`config.mk`:
```
export PLATFORM = sky130hd
export DESIGN_NAME = scc_top
export DESIGN_NICKNAME = d
export VERILOG_FILES = /design/src/common/scc_pkg.sv /design/src/common/scc_tick_if.sv /design/src/logic/scc_ref_div.sv /design/src/logic/scc_top.sv
export SDC_FILE = /design/constraint.sdc
export NUM_CORES = 1
export LEC_CHECK = 0
export ABC_AREA = 1
export BUFFER_PORTS_ARGS = -buffer_cell sky130_fd_sc_hd__buf_4
export CAP_MARGIN = 15
export CELL_PAD_IN_SITES_DETAIL_PLACEMENT = 1
export CELL_PAD_IN_SITES_GLOBAL_PLACEMENT = 1
export CORE_MARGIN = 4
export CORE_UTILIZATION = 38
export CTS_CLUSTER_SIZE = 14
export DETAILED_ROUTE_END_ITERATION = 8
export PLACE_DENSITY = 0.78
export SETUP_SLACK_MARGIN = 0.1
export SYNTH_ARGS = -nofsm -noshare
export SYNTH_HDL_FRONTEND = slang
export SYNTH_SLANG_ARGS = --single-unit
```
`constraint.sdc`:
```
create_clock -name mclk_in -period 1.75 [get_ports mclk_in]
set_clock_uncertainty 0.1 [all_clocks]
set_input_delay 0.2625 -clock mclk_in [delete_from_list [all_inputs] [get_ports mclk_in]]
set_output_delay 0.2625 -clock mclk_in [all_outputs]
set_load 0.1 [all_outputs]
```
`src/common/scc_pkg.sv`:
```
// Purpose: Shared constants for the synthesizer calibration control block
// Assumes: 125 MHz system clock, 4-bit byte address register port
// Notes:   Field positions, reset values and counts live here only
package scc_pkg;
  // Register byte addresses
  localparam logic [3:0]  ADDR_CTRL      = 4'h0;
  localparam logic [3:0]  ADDR_BANK1     = 4'h4;
  localparam logic [3:0]  ADDR_BANK2     = 4'h8;
  localparam logic [3:0]  ADDR_READBACK  = 4'hC;
  // Control register fields
  localparam int          CTL_CE         = 0;
  localparam int          CTL_RELOCK     = 1;
  localparam int          CTL_MODE       = 2;
  localparam int          CTL_FULL_DUPLEX_SELECT      = 3;
  localparam int          CTL_SWCTL      = 4;
  localparam int          CTL_LFCAL      = 5;
  localparam int          CTL_GPO4LOCK   = 6;
  localparam int          CTL_REFDIV_LSB = 7;
  localparam int          CTL_SINGLE     = 10;
  localparam logic [10:0] CTRL_RESET     = 11'h080;
  // Bank fields: integer divide and LO divider exponent
  localparam int          BK_N_LSB       = 0;
  localparam int          BK_DIV_LSB     = 11;
  localparam logic [13:0] BANK_RESET     = 14'h0A00;
  localparam logic [2:0]  LO_OUTPUT_DIVIDER_MIN     = 3'h1;
  localparam logic [2:0]  LO_OUTPUT_DIVIDER_MAX     = 3'h5;
  // Readback fields
  localparam int          RB_BAND_LSB    = 0;
  localparam int          RB_FAIL        = 7;
  localparam int          RB_LOCK        = 8;
  localparam int          RB_OSC_LSB     = 9;
  localparam int          RB_BUSY        = 11;
  localparam int          RB_SLOW        = 12;
  localparam int          RB_CP_LSB      = 13;
  // Band search and oscillator choice
  localparam logic [6:0]  BAND_MIN       = 7'h00;
  localparam logic [6:0]  BAND_MAX       = 7'h7F;
  localparam logic [10:0] N_MID          = 11'h200;
  localparam logic [10:0] N_HIGH         = 11'h300;
  localparam logic [1:0]  OSC_LOW        = 2'h0;
  localparam logic [1:0]  OSC_MID        = 2'h1;
  localparam logic [1:0]  OSC_HIGH       = 2'h2;
  localparam logic [3:0]  SETTLE_TICKS   = 4'h4;
  localparam logic [2:0]  PRESC_LOW      = 3'h2;
  localparam logic [2:0]  PRESC_HIGH     = 3'h4;
  // Charge pump current codes
  localparam logic [5:0]  CP_DEF         = 6'h1F;
  localparam logic [5:0]  CP_MAX         = 6'h3F;
  // Lock time budget
  localparam int          CLK_MHZ        = 125;
  localparam int          LOCK_TIME_US   = 50;
  localparam int          LOCK_WAIT_CYC  = LOCK_TIME_US * CLK_MHZ;
  // Calibration sequencer states
  typedef enum logic [4:0] {
    ST_IDLE   = 5'b00001,
    ST_OSC    = 5'b00010,
    ST_SETTLE = 5'b00100,
    ST_CHECK  = 5'b01000,
    ST_ACQ    = 5'b10000
  } scc_state_e;
endpackage : scc_pkg

```
`src/common/scc_tick_if.sv`:
```
// Purpose: Carries reference divide ratio and comparison tick
// Assumes: Single clock domain
// Notes:   Tick is a one-cycle enable pulse
`timescale 1ns/100ps
`default_nettype none
interface scc_tick_if;
  logic [2:0] ratio;
  logic       tick;
  modport div  (input ratio, output tick);
  modport user (output ratio, input tick);
endinterface : scc_tick_if
`default_nettype wire

```
`src/logic/scc_ref_div.sv`:
```
// Purpose: Reference divider producing the comparison clock enable
// Assumes: Ratio programmed 1 to 7; zero is treated as 1
// Notes:   Tick is one mclk cycle wide, period equals ratio cycles
`timescale 1ns/100ps
`default_nettype none
module scc_ref_div (
  input  wire logic  mclk_in,
  input  wire logic  reset_n_in,
  scc_tick_if.div    tk
);
  logic [2:0] cnt_r;
  logic [2:0] cnt_nxt;
  logic       tick_r;
  logic       tick_nxt;
  logic [2:0] last;

  // Wrap counter; zero ratio would stall, so it acts as 1
  always_comb begin
    last     = (tk.ratio == 3'h0) ? 3'h0 : tk.ratio - 3'h1;
    cnt_nxt  = cnt_r + 3'h1;
    tick_nxt = 1'b0;
    if (cnt_r >= last) begin
      cnt_nxt  = 3'h0;
      tick_nxt = 1'b1;
    end
  end

  always_ff @(posedge mclk_in or negedge reset_n_in) begin
    if (!reset_n_in) begin
      cnt_r  <= 3'h0;
      tick_r <= 1'b0;
    end else begin
      cnt_r  <= cnt_nxt;
      tick_r <= tick_nxt;
    end
  end

  assign tk.tick = tick_r;
endmodule : scc_ref_div
`default_nettype wire

```
`src/logic/scc_top.sv`:
```
// Purpose: Calibration, bank and LO routing control of a frac-N synthesizer
// Assumes: Pins synchronous to mclk_in; comparison clock is an enable
// Notes:   Analog tuning elements are driven by the outputs below
// Notes on behaviour
// - Three oscillators, 128 bands each, LO divider from /2 to /32.
// - Oscillator and band picked automatically from the active bank.
// - Sequence starts on enable rising edge or relock bit write.
// - Band search adds capacitance stepwise; loop acquires only afterwards.
// - Final band value readable in the readback register.
// - Band result 0 or 127 sets the failure flag.
// - Band result 1 to 126 leaves the failure flag clear.
// - Full duplex enables both mixers and feeds LO to both in the dual variant; the single variant keeps mixer two only.
// - LO routing follows mode pin or bit plus full duplex.
// - Optional loop-filter calibration adjusts charge pump current.
// - Two banks; dual variant bank follows mode selection.
// - Single variant uses mixer two and bank two.
// - Output four can show lock; lock also in readback.
// - Lock flag high only while tuning voltage is in window.
// - Sequencer runs on the comparison clock enable.
// - Lock expected within 50 us; overrun is reported.
// - Feedback prescaler set per oscillator; integer divide from the active bank.
// - Enable high also powers up the analog circuits.
// - Active-low reset returns all digital state to startup.
// - Mode low bank one mixer one, high bank two mixer two.
//
// Design decisions made here: strobed register access and the register offsets.
`timescale 1ns/100ps
`default_nettype none
module scc_top #(
  parameter int LOCK_WAIT_CYCLES = scc_pkg::LOCK_WAIT_CYC
) (
  input  wire logic        mclk_in,
  input  wire logic        reset_n_in,
  input  wire logic [3:0]  addr_in,
  input  wire logic [31:0] wdata_in,
  input  wire logic        wr_in,
  input  wire logic        rd_in,
  output logic      [31:0] rdata_out,
  input  wire logic        chip_enable_line_in,
  input  wire logic        mode_in,
  input  wire logic        osc_above_target_in,
  input  wire logic        lock_window_in,
  output logic             analog_power_up_out,
  output logic      [2:0]  osc_sel_out,
  output logic      [6:0]  band_out,
  output logic             band_search_out,
  output logic             loop_acquire_out,
  output logic      [2:0]  lo_output_divider_out,
  output logic      [2:0]  prescaler_div_out,
  output logic      [10:0] n_int_out,
  output logic      [5:0]  cp_current_out,
  output logic             mixer1_en_out,
  output logic             mixer2_en_out,
  output logic             bank_two_sel_out,
  output logic             general_output_four_out,
  output logic             lock_flag_out
);
  import scc_pkg::*;

  // Bank field decode, used for both banks
  function automatic logic [10:0] bank_n(input logic [13:0] b);
    bank_n = b[BK_N_LSB +: 11];
  endfunction : bank_n

  function automatic logic [2:0] bank_div(input logic [13:0] b);
    logic [2:0] d;
    d = b[BK_DIV_LSB +: 3];
    if (d < LO_OUTPUT_DIVIDER_MIN)      bank_div = LO_OUTPUT_DIVIDER_MIN;
    else if (d > LO_OUTPUT_DIVIDER_MAX) bank_div = LO_OUTPUT_DIVIDER_MAX;
    else                     bank_div = d;
  endfunction : bank_div

  scc_tick_if tk ();

  logic [10:0] ctrl_r, ctrl_nxt;
  logic [13:0] bank1_r, bank1_nxt;
  logic [13:0] bank2_r, bank2_nxt;
  logic        relock_r, relock_nxt;
  logic [31:0] rdata_nxt;
  scc_state_e  state_r, state_nxt;
  logic [6:0]  band_r, band_nxt;
  logic [1:0]  osc_r, osc_nxt;
  logic [3:0]  settle_r, settle_nxt;
  logic        fail_r, fail_nxt;
  logic        ce_q_r;
  logic        lock_meta_r;
  logic        lock_sync_r, lock_sync_nxt;
  logic [15:0] wait_r, wait_nxt;
  logic        slow_r, slow_nxt;
  logic [5:0]  cp_r, cp_nxt;
  logic [2:0]  osc_hot;
  logic        ce_eff, mode_eff, single, launch, bank_two;
  logic [13:0] bank_act;
  logic        m1_nxt, m2_nxt, lock_nxt;

  // Comparison clock from the reference divider
  assign tk.ratio = ctrl_r[CTL_REFDIV_LSB +: 3];
  scc_ref_div u_ref_div (
    .mclk_in    (mclk_in),
    .reset_n_in (reset_n_in),
    .tk         (tk)
  );

  // Pin or software control of enable and mode
  assign single   = ctrl_r[CTL_SINGLE];
  assign ce_eff   = ctrl_r[CTL_SWCTL] ? ctrl_r[CTL_CE] : chip_enable_line_in;
  assign mode_eff = ctrl_r[CTL_SWCTL] ? ctrl_r[CTL_MODE] : mode_in;
  assign bank_two = single | mode_eff;
  assign bank_act = bank_two ? bank2_r : bank1_r;
  assign launch   = ce_eff & (~ce_q_r | relock_r);

  // Register writes and read data; relock pending bit set wins over its clear
  always_comb begin
    ctrl_nxt   = ctrl_r;
    bank1_nxt  = bank1_r;
    bank2_nxt  = bank2_r;
    relock_nxt = relock_r & ~launch;
    rdata_nxt  = 32'h0000_0000;
    if (wr_in) begin
      if (addr_in == ADDR_CTRL) begin
        ctrl_nxt = wdata_in[10:0];
        ctrl_nxt[CTL_RELOCK] = 1'b0;
        if (wdata_in[CTL_RELOCK]) relock_nxt = 1'b1;
      end else if (addr_in == ADDR_BANK1) begin
        bank1_nxt = wdata_in[13:0];
      end else if (addr_in == ADDR_BANK2) begin
        bank2_nxt = wdata_in[13:0];
      end
    end
    if (rd_in) begin
      if (addr_in == ADDR_CTRL) begin
        rdata_nxt[10:0] = ctrl_r;
        rdata_nxt[CTL_RELOCK] = relock_r;
      end else if (addr_in == ADDR_BANK1) begin
        rdata_nxt[13:0] = bank1_r;
      end else if (addr_in == ADDR_BANK2) begin
        rdata_nxt[13:0] = bank2_r;
      end else if (addr_in == ADDR_READBACK) begin
        rdata_nxt[RB_BAND_LSB +: 7] = band_r;
        rdata_nxt[RB_FAIL]          = fail_r;
        rdata_nxt[RB_LOCK]          = lock_flag_out;
        rdata_nxt[RB_OSC_LSB +: 2]  = osc_r;
        rdata_nxt[RB_BUSY]          = (state_r != ST_IDLE) && (state_r != ST_ACQ);
        rdata_nxt[RB_SLOW]          = slow_r;
        rdata_nxt[RB_CP_LSB +: 6]   = cp_r;
      end
    end
  end

  always_ff @(posedge mclk_in or negedge reset_n_in) begin
    if (!reset_n_in) begin
      ctrl_r   <= CTRL_RESET;
      bank1_r  <= BANK_RESET;
      bank2_r  <= BANK_RESET;
      relock_r <= 1'b0;
    end else begin
      ctrl_r   <= ctrl_nxt;
      bank1_r  <= bank1_nxt;
      bank2_r  <= bank2_nxt;
      relock_r <= relock_nxt;
    end
  end

  // Calibration sequencer; launch restarts it even mid-search
  always_comb begin
    state_nxt  = state_r;
    band_nxt   = band_r;
    osc_nxt    = osc_r;
    settle_nxt = settle_r;
    fail_nxt   = fail_r;
    if (!ce_eff) begin
      state_nxt = ST_IDLE;
    end else if (launch) begin
      state_nxt = ST_OSC;
    end else if (tk.tick) begin
      case (state_r)
        ST_OSC: begin
          // Oscillator range from the programmed integer divide
          if (bank_n(bank_act) >= N_HIGH)     osc_nxt = OSC_HIGH;
          else if (bank_n(bank_act) >= N_MID) osc_nxt = OSC_MID;
          else                                osc_nxt = OSC_LOW;
          band_nxt   = BAND_MIN;
          settle_nxt = SETTLE_TICKS;
          state_nxt  = ST_SETTLE;
        end
        ST_SETTLE: begin
          if (settle_r == 4'h0) state_nxt = ST_CHECK;
          else                  settle_nxt = settle_r - 4'h1;
        end
        ST_CHECK: begin
          // Still fast: connect one more capacitance step
          if (osc_above_target_in && band_r != BAND_MAX) begin
            band_nxt   = band_r + 7'h01;
            settle_nxt = SETTLE_TICKS;
            state_nxt  = ST_SETTLE;
          end else begin
            fail_nxt  = (band_r == BAND_MIN) || (band_r == BAND_MAX);
            state_nxt = ST_ACQ;
          end
        end
        ST_ACQ:  state_nxt = ST_ACQ;
        ST_IDLE: state_nxt = ST_IDLE;
        default: state_nxt = ST_IDLE;
      endcase
    end
  end

  always_ff @(posedge mclk_in or negedge reset_n_in) begin
    if (!reset_n_in) begin
      state_r  <= ST_IDLE;
      band_r   <= BAND_MIN;
      osc_r    <= OSC_LOW;
      settle_r <= 4'h0;
      fail_r   <= 1'b0;
      ce_q_r   <= 1'b0;
    end else begin
      state_r  <= state_nxt;
      band_r   <= band_nxt;
      osc_r    <= osc_nxt;
      settle_r <= settle_nxt;
      fail_r   <= fail_nxt;
      ce_q_r   <= ce_eff;
    end
  end

  // Lock window sync: first stage feeds only the tick-enabled second stage
  always_comb begin
    lock_sync_nxt = tk.tick ? lock_meta_r : lock_sync_r;
    lock_nxt      = lock_sync_r & (state_r == ST_ACQ);
    wait_nxt      = wait_r;
    slow_nxt      = slow_r;
    if (launch) begin
      wait_nxt = 16'h0000;
      slow_nxt = 1'b0;
    end else if (state_r == ST_ACQ && !lock_sync_r && !slow_r) begin
      // Lock budget overrun is flagged, not acted on
      if (wait_r >= 16'(LOCK_WAIT_CYCLES - 1)) slow_nxt = 1'b1;
      else                                      wait_nxt = wait_r + 16'h0001;
    end
    // Higher band means lower oscillator gain, so less pump current
    cp_nxt = ctrl_r[CTL_LFCAL] ? CP_MAX - {1'b0, band_r[6:2]} : CP_DEF;
  end

  always_ff @(posedge mclk_in or negedge reset_n_in) begin
    if (!reset_n_in) begin
      lock_meta_r <= 1'b0;
      lock_sync_r <= 1'b0;
      wait_r      <= 16'h0000;
      slow_r      <= 1'b0;
      cp_r        <= CP_DEF;
    end else begin
      lock_meta_r <= lock_window_in;
      lock_sync_r <= lock_sync_nxt;
      wait_r      <= wait_nxt;
      slow_r      <= slow_nxt;
      cp_r        <= cp_nxt;
    end
  end

  // Mixer routing table
  always_comb begin
    m1_nxt = 1'b0;
    m2_nxt = 1'b0;
    if (ce_eff) begin
      if (single) begin
        m2_nxt = 1'b1;
      end else if (ctrl_r[CTL_FULL_DUPLEX_SELECT]) begin
        m1_nxt = 1'b1;
        m2_nxt = 1'b1;
      end else begin
        m1_nxt = ~mode_eff;
        m2_nxt = mode_eff;
      end
    end
  end

  // Oscillator one-hot select
  generate
    for (genvar i = 0; i < 3; i++) begin : g_osc
      assign osc_hot[i] = (osc_r == 2'(i)) & ce_eff;
    end
  endgenerate

  // Output flops so every pin is registered
  always_ff @(posedge mclk_in or negedge reset_n_in) begin
    if (!reset_n_in) begin
      rdata_out               <= 32'h0000_0000;
      analog_power_up_out     <= 1'b0;
      osc_sel_out             <= 3'h0;
      band_out                <= BAND_MIN;
      band_search_out         <= 1'b0;
      loop_acquire_out        <= 1'b0;
      lo_output_divider_out   <= LO_OUTPUT_DIVIDER_MIN;
      prescaler_div_out       <= PRESC_LOW;
      n_int_out               <= 11'h000;
      cp_current_out          <= CP_DEF;
      mixer1_en_out           <= 1'b0;
      mixer2_en_out           <= 1'b0;
      bank_two_sel_out        <= 1'b0;
      general_output_four_out <= 1'b0;
      lock_flag_out           <= 1'b0;
    end else begin
      rdata_out               <= rdata_nxt;
      analog_power_up_out     <= ce_eff;
      osc_sel_out             <= osc_hot;
      band_out                <= band_r;
      band_search_out         <= (state_r == ST_SETTLE) || (state_r == ST_CHECK);
      loop_acquire_out        <= (state_r == ST_ACQ);
      lo_output_divider_out   <= bank_div(bank_act);
      prescaler_div_out       <= (osc_r == OSC_HIGH) ? PRESC_HIGH : PRESC_LOW;
      n_int_out               <= bank_n(bank_act);
      cp_current_out          <= cp_r;
      mixer1_en_out           <= m1_nxt;
      mixer2_en_out           <= m2_nxt;
      bank_two_sel_out        <= bank_two;
      general_output_four_out <= ctrl_r[CTL_GPO4LOCK] & lock_nxt;
      lock_flag_out           <= lock_nxt;
    end
  end
endmodule : scc_top
`default_nettype wire

```
[Yosys cells after proc, flatten, opt, wreduce, memory -nomap -nowiden]
Index checks and enable logic that the tools add are counted.
Cells by class
  add/subtract/negate cells: 6
  muxes and demuxes: 46
  equality and inequality tests: 18
  reductions and logical operators: 27
  bitwise operators: 15
  $lt $le $gt $ge: 6
Operators with widths (number)
  2-to-1 mux 16 bit: 3
  2-to-1 mux 14 bit: 3
  2-to-1 mux 19 bit: 2
  2-to-1 mux 5 bit: 7
  >= comparator 11 x 10 -> 1 bit, second input constant: 2
  case mux 5 bit (4 select lines): 1
  adder 16 x 1 -> 16 bit, second input constant: 1
  >= comparator 16 x 13 -> 1 bit, second input constant: 1
  2-to-1 mux 1 bit: 16
  2-to-1 mux 3 bit: 5
  case mux 7 bit (2 select lines): 1
  case mux 4 bit (3 select lines): 1
  2-to-1 mux 11 bit: 1
  AND reduction 5 bit: 2
  == test 4 bit, second input constant: 2
  zero test 4 bit: 2
  2-to-1 mux 4 bit: 2
  2-to-1 mux 8 bit: 1
  AND reduction 2 bit: 4
  AND reduction 4 bit: 2
  adder 7 x 1 -> 7 bit, second input constant: 1
  AND 1 bit: 7
  == test 7 bit, second input constant: 1
  zero test 7 bit: 1
  34 further kinds: 49
Storage, ports and cells
  flip-flop bits (word level): 147
  input bits: 44
  logic and storage cells: 149
  output and inout port bits: 73

[Logic depth before layout (Yosys ltp)]
  word-level depth: 8
  mapped depth: 13

[Cells and area by module]
From an unflattened synthesis, not the netlist that was laid out.
Second synthesis, totals
  cell total of the unflattened synthesis: 722
  area total of the unflattened synthesis: 6568.8 um2
By module, submodules not included
  scc_top: area an instance 6302.3 um2, times used 1, cells an instance 692
  scc_ref_div: area an instance 266.5 um2, times used 1, cells an instance 30

[Worst setup path after synthesis]
OpenSTA, ideal clock, no wires.
  path type: reg-to-reg
  start: register, netlist name analog_power_up_out
  end: register wait_r[10]
  data arrival time: 1.844 ns
  clock period less this slack: 2.062 ns
  buffers on the path: 1
  cell stages (with the launch flop): 9
  setup slack: -0.312 ns
  cell sequence: dfrtp_1 > inv_1 > nor2_1 > inv_1 > nand2_4 > nand3_4 > buf_6 > nand3_1 > nand2_1
RTL lines
  end signal: assignment: line scc_top.sv:254  | wait_r <= wait_nxt;
  end: declaration: line scc_top.sv:88  | logic [15:0] wait_r, wait_nxt;

[Final worst setup path]
  start: register ctrl_r[7]
  end: register u_ref_div.cnt_r[2]
On the way
  word-level cells in the longest chain between the ends: 4
  elaborated cells on any way between the ends: 5
  classes of those cells: add/sub: 1; order compare: 1; mux: 2; reduce/logical: 1
Ends and longest elaborated chain
  start: declaration: line scc_top.sv:75  | logic [10:0] ctrl_r, ctrl_nxt;
  start signal: assignment: line scc_top.sv:157  | ctrl_r <= ctrl_nxt;
  subtractor 3 x 1 -> 3 bit or zero test 3 bit (tied branches): line scc_ref_div.sv:19  | last = (tk.ratio == 3'h0) ? 3'h0 : tk.ratio - 3'h1;
  2-to-1 mux 3 bit *: line scc_ref_div.sv:19
  >= comparator 3 bit *: line scc_ref_div.sv:22  | if (cnt_r >= last) begin
  2-to-1 mux 3 bit *: line scc_ref_div.sv:22
  named net u_ref_div.cnt_nxt[2]: line scc_ref_div.sv:12  | logic [2:0] cnt_nxt;
  end signal: assignment: line scc_ref_div.sv:33  | cnt_r <= cnt_nxt;
  end: declaration: line scc_ref_div.sv:11  | logic [2:0] cnt_r;
The timed path passes the listed nets; every way through them passes the cells marked *.
A chain may end at the register's enable or synchronous reset.

==> metrics <==
count of unique library cells instantiated by Yosys just over 40; number of antenna violations at the first check in global routing 0; Setup violations, final 6; CTS tree built; final hold vios 0; initial core utilization 0.387; GP Congestion roughly 0.81; cell area power density roughly 1400 mW/mm^2; setup repair after global routing missed its margin yes; worst-path cell chain nor2_4, inv_2, ha_4, inv_2, ha_4, nand2_2, o211ai_1, buf_4, nor2_1; number of placement rows 48; fin crit period approximately 1800 ps; number of antenna diodes 0; clock root cell clkbuf_16; Inst Count DP between 1000 and 1500; leakage component of the power between 4 and 5 nW; required time of the critical path slightly below 2000 ps; origin of the critical flop-to-flop path ctrl_r[7]; synthesized cell area between 0.006 and 0.007 mm^2; worst relative slew slack 0.640; final worst-path cycle share 1.05; number of top-level design ports around 120; failing checks setup timing; worst slew pin tran between 500 and 600 ps; count of input and output buffers 84; largest cells by area after synthesis dfrtp_1 48%, nand2_1 11%, dfstp_2 7.1%, o21ai_0 5.4%, inv_1 5.0%; number of global-route vias before repair 6219; die width ~140 um; Pins Over Slew Limit 0; setup_tns -336 ps; leading area contributor after synthesis dfrtp_1; global-route wire length before repair between 30000 and 40000 um; worst vdd rail ir drop 0.000831 V; clock edge transition at the registers on the reported setup and hold paths around 70 ps; DRC violations left 0; maximum clock frequency ~540 MHz; longest individual stage delay on the worst path around 560 ps; Tightest Hold Check Type in -> reg; count of non-filler cells in the finished layout 1150; mean routed wirelength per cell about 19 um; Routed Antenna Nets 0; clock sinks approximately 150; Synth Instances between 700 and 800; sequential element share of the synthesized area 0.551; CP Launch Type flop; fill cell instance count of the final layout 1965; number of H-tree levels 4; share of Yosys cell area claimed by the top area cell type 0.480; HPWL after detailed placement 13100 um; result of the run finished, violations left; beginning of the critical path ctrl_r[7]; iteration count of the initial detailed-routing pass 4; maximum number of pins on one net before global-route repair 49; detailed-route via count 5812; clock tree buffer depth 2; Chip Height 140 um; Yosys warning count 0; total global-route track usage 0.205; First DRT Iteration DRCs 272; setup ws final -93.9 ps; data arrival time of the critical path 2060 ps; total chip power about 12 mW; worst hold margin roughly 21 ps; CP Class reg -> reg; total global routing overflow 0; number of flip-flops and latches in the synthesized netlist between 100 and 150; core region area between 0.015 and 0.02 mm^2; mean number of vias per cell between 5 and 6; source-to-sink clock delay at the later pin of the worst-skew pair ~440 ps; nature of the critical path endpoint flop; number of buffers inserted during clock tree synthesis 17; Die ar. just under 0.02 mm^2; Min-Delay Startpoint wdata_in[13]; share of final-layout standard cells stronger than drive strength 1 0.341; slowest cell on the critical path dfstp_2; max-cap violations 0; Mean Syn Cell Area around 9 um^2; growth of design area from synthesis to finish 35.7%; Final nets roughly 970; wire length after detailed routing ~21000 um; maximum fanout along the worst path 4
-- sequential cells by signal, summed over array words and instances (netlist names), 2 cells and up --
name,cells
rdata_out,19
wait_r,16
bank1_r,14
bank2_r,14
n_int_out,11
ctrl_r,10
band_out,7
band_r,7
cp_current_out,6
cp_r,6
state_r,5
settle_r,4
lo_output_divider_out,3
osc_sel_out,3
u_ref_div.cnt_r,3
osc_r,2
prescaler_div_out,2
-- stage by stage --
stage          utilization  setup WS, ps  area [um^2]
6_report             0.525         -93.9         9050
5_1_grt              0.525          -151         9050
4_1_cts              0.494          12.3         8520
3_5_place_dp         0.450         -71.3         7760
3_3_place_gp         0.450        -0.268         7760
2_1_floorplan            -          75.5         6740
-- layer usage --
metal  vias up  GRT usage  part of all wire
li1       2695          -                 -
met1      2881      0.254              0.41
met2       166      0.352              0.52
met3        70     0.0365             0.036
met4         0     0.0836             0.037
met5         -          0                 0
-- where the power goes --
group | internal, mW | total, mW | switching, mW
logic | 1.26 | 4.27 | 3.01
clock network | 2.00 | 3.60 | 1.60
registers | 3.99 | 4.50 | 0.509
-- placed cells by master, fill, tap and decap left out, types with 5 or more instances in the layout --
cell type	netlist	layout
conb_1	1	14
nor2_2	3	9
dfrtp_1	128	126
a21oi_1	18	15
clkbuf_16	0	17
nand2_2	5	20
buf_12	0	7
nor2_1	69	57
inv_2	3	7
nand3_1	37	24
mux2_2	8	8
nor3_1	8	8
o21ai_0	72	62
nand3_4	3	5
inv_1	88	82
nand4_1	10	10
nand2_1	196	176
nor2_4	1	7
dfstp_2	18	18
buf_4	14	136
o21ai_2	5	14
buf_6	6	9
inv_6	0	7
ha_1	13	7
a31oi_1	9	9
nand3_2	1	13
nand2_4	4	7
-- what timing repair did --
| item | 4_1_cts | 5_1_grt |
|---|---|---|
| hold buffers | 4 | 0 |
| endpoints found under the hold margin | 115 | 0 |
| resized for setup | 11 | 102 |
| pin swaps | 5 | 23 |
| buffers inserted | 13 | 20 |
| cloned | 2 | 0 |
| setup endpoints to repair | 42 | 47 |
-- layout make-up --
| class | count | area (um^2) | share of cell area |
|---|---|---|---|
| clock buffer | 18 | 429 | 0.0474 |
| clock inverter | 14 | 143 | 0.0158 |
| inverter | 94 | 367 | 0.0405 |
| multi-input combinational | 495 | 2820 | 0.311 |
| sequential | 146 | 3680 | 0.407 |
| tap | 225 | 282 | 0.0311 |
| timing repair buffer | 158 | 1330 | 0.147 |
-- synthesized netlist by cell type (all sizes together) --
| library cell | count |
|---|---|
| o21bai | 1 |
| a31o | 1 |
| nand3b | 3 |
| nand2 | 205 |
| o21a | 1 |
| nand4 | 10 |
| o21ai | 80 |
| xnor2 | 2 |
| nor3 | 8 |
| a21oi | 18 |
| nand3 | 41 |
| ha | 13 |
| dfstp | 18 |
| nor2 | 73 |
| a31oi | 9 |
| nor3b | 1 |
| clkbuf | 6 |
| o211ai | 2 |
| inv | 91 |
| or2 | 1 |
| clkinv | 3 |
| dfrtp | 128 |
| buf | 28 |
| xor2 | 2 |
| conb | 1 |
| mux2 | 8 |
-- final timing paths --
kind / to / slack [ps] / cells after the start
max in group asynchronous: cp_r[4] / 730 / 3
hold / removal: bank2_r[13] / 20 / 3
setup / recovery: u_ref_div.cnt_r[2] / -90 / 9
min in group asynchronous: n_int_out[4] / 180 / 2
hold reg to reg: cp_current_out[1] / 270 / 0
setup reg to reg: u_ref_div.cnt_r[2] / -90 / 9
-- kinds of logic (layout without fill, tap and decap cells) --
| family | Yosys count | in the layout | share of synthesized area |
|---|---|---|---|
| buf+inv | 128 | 284 | 0.0891 |
| xor+xnor | 4 | 4 | 0.00525 |
| mux | 8 | 8 | 0.0135 |
| fa+ha+maj | 13 | 13 | 0.0244 |
| simple gates | 342 | 344 | 0.224 |
| compound gates | 112 | 112 | 0.0923 |
| other cells | 1 | 14 | 0.000562 |
| flops | 146 | 146 | 0.551 |
-- worst max-delay path: cells and delay by family (launching register included) --
kind,cells,cell delay (ps)
DFF,1,560
and+or+nand+nor,3,130
buffers and inverters,3,310
AOI/OAI and AO/OA,1,220
adders and majority gates,2,400
Note: power is estimated with default switching activity, not from simulation.
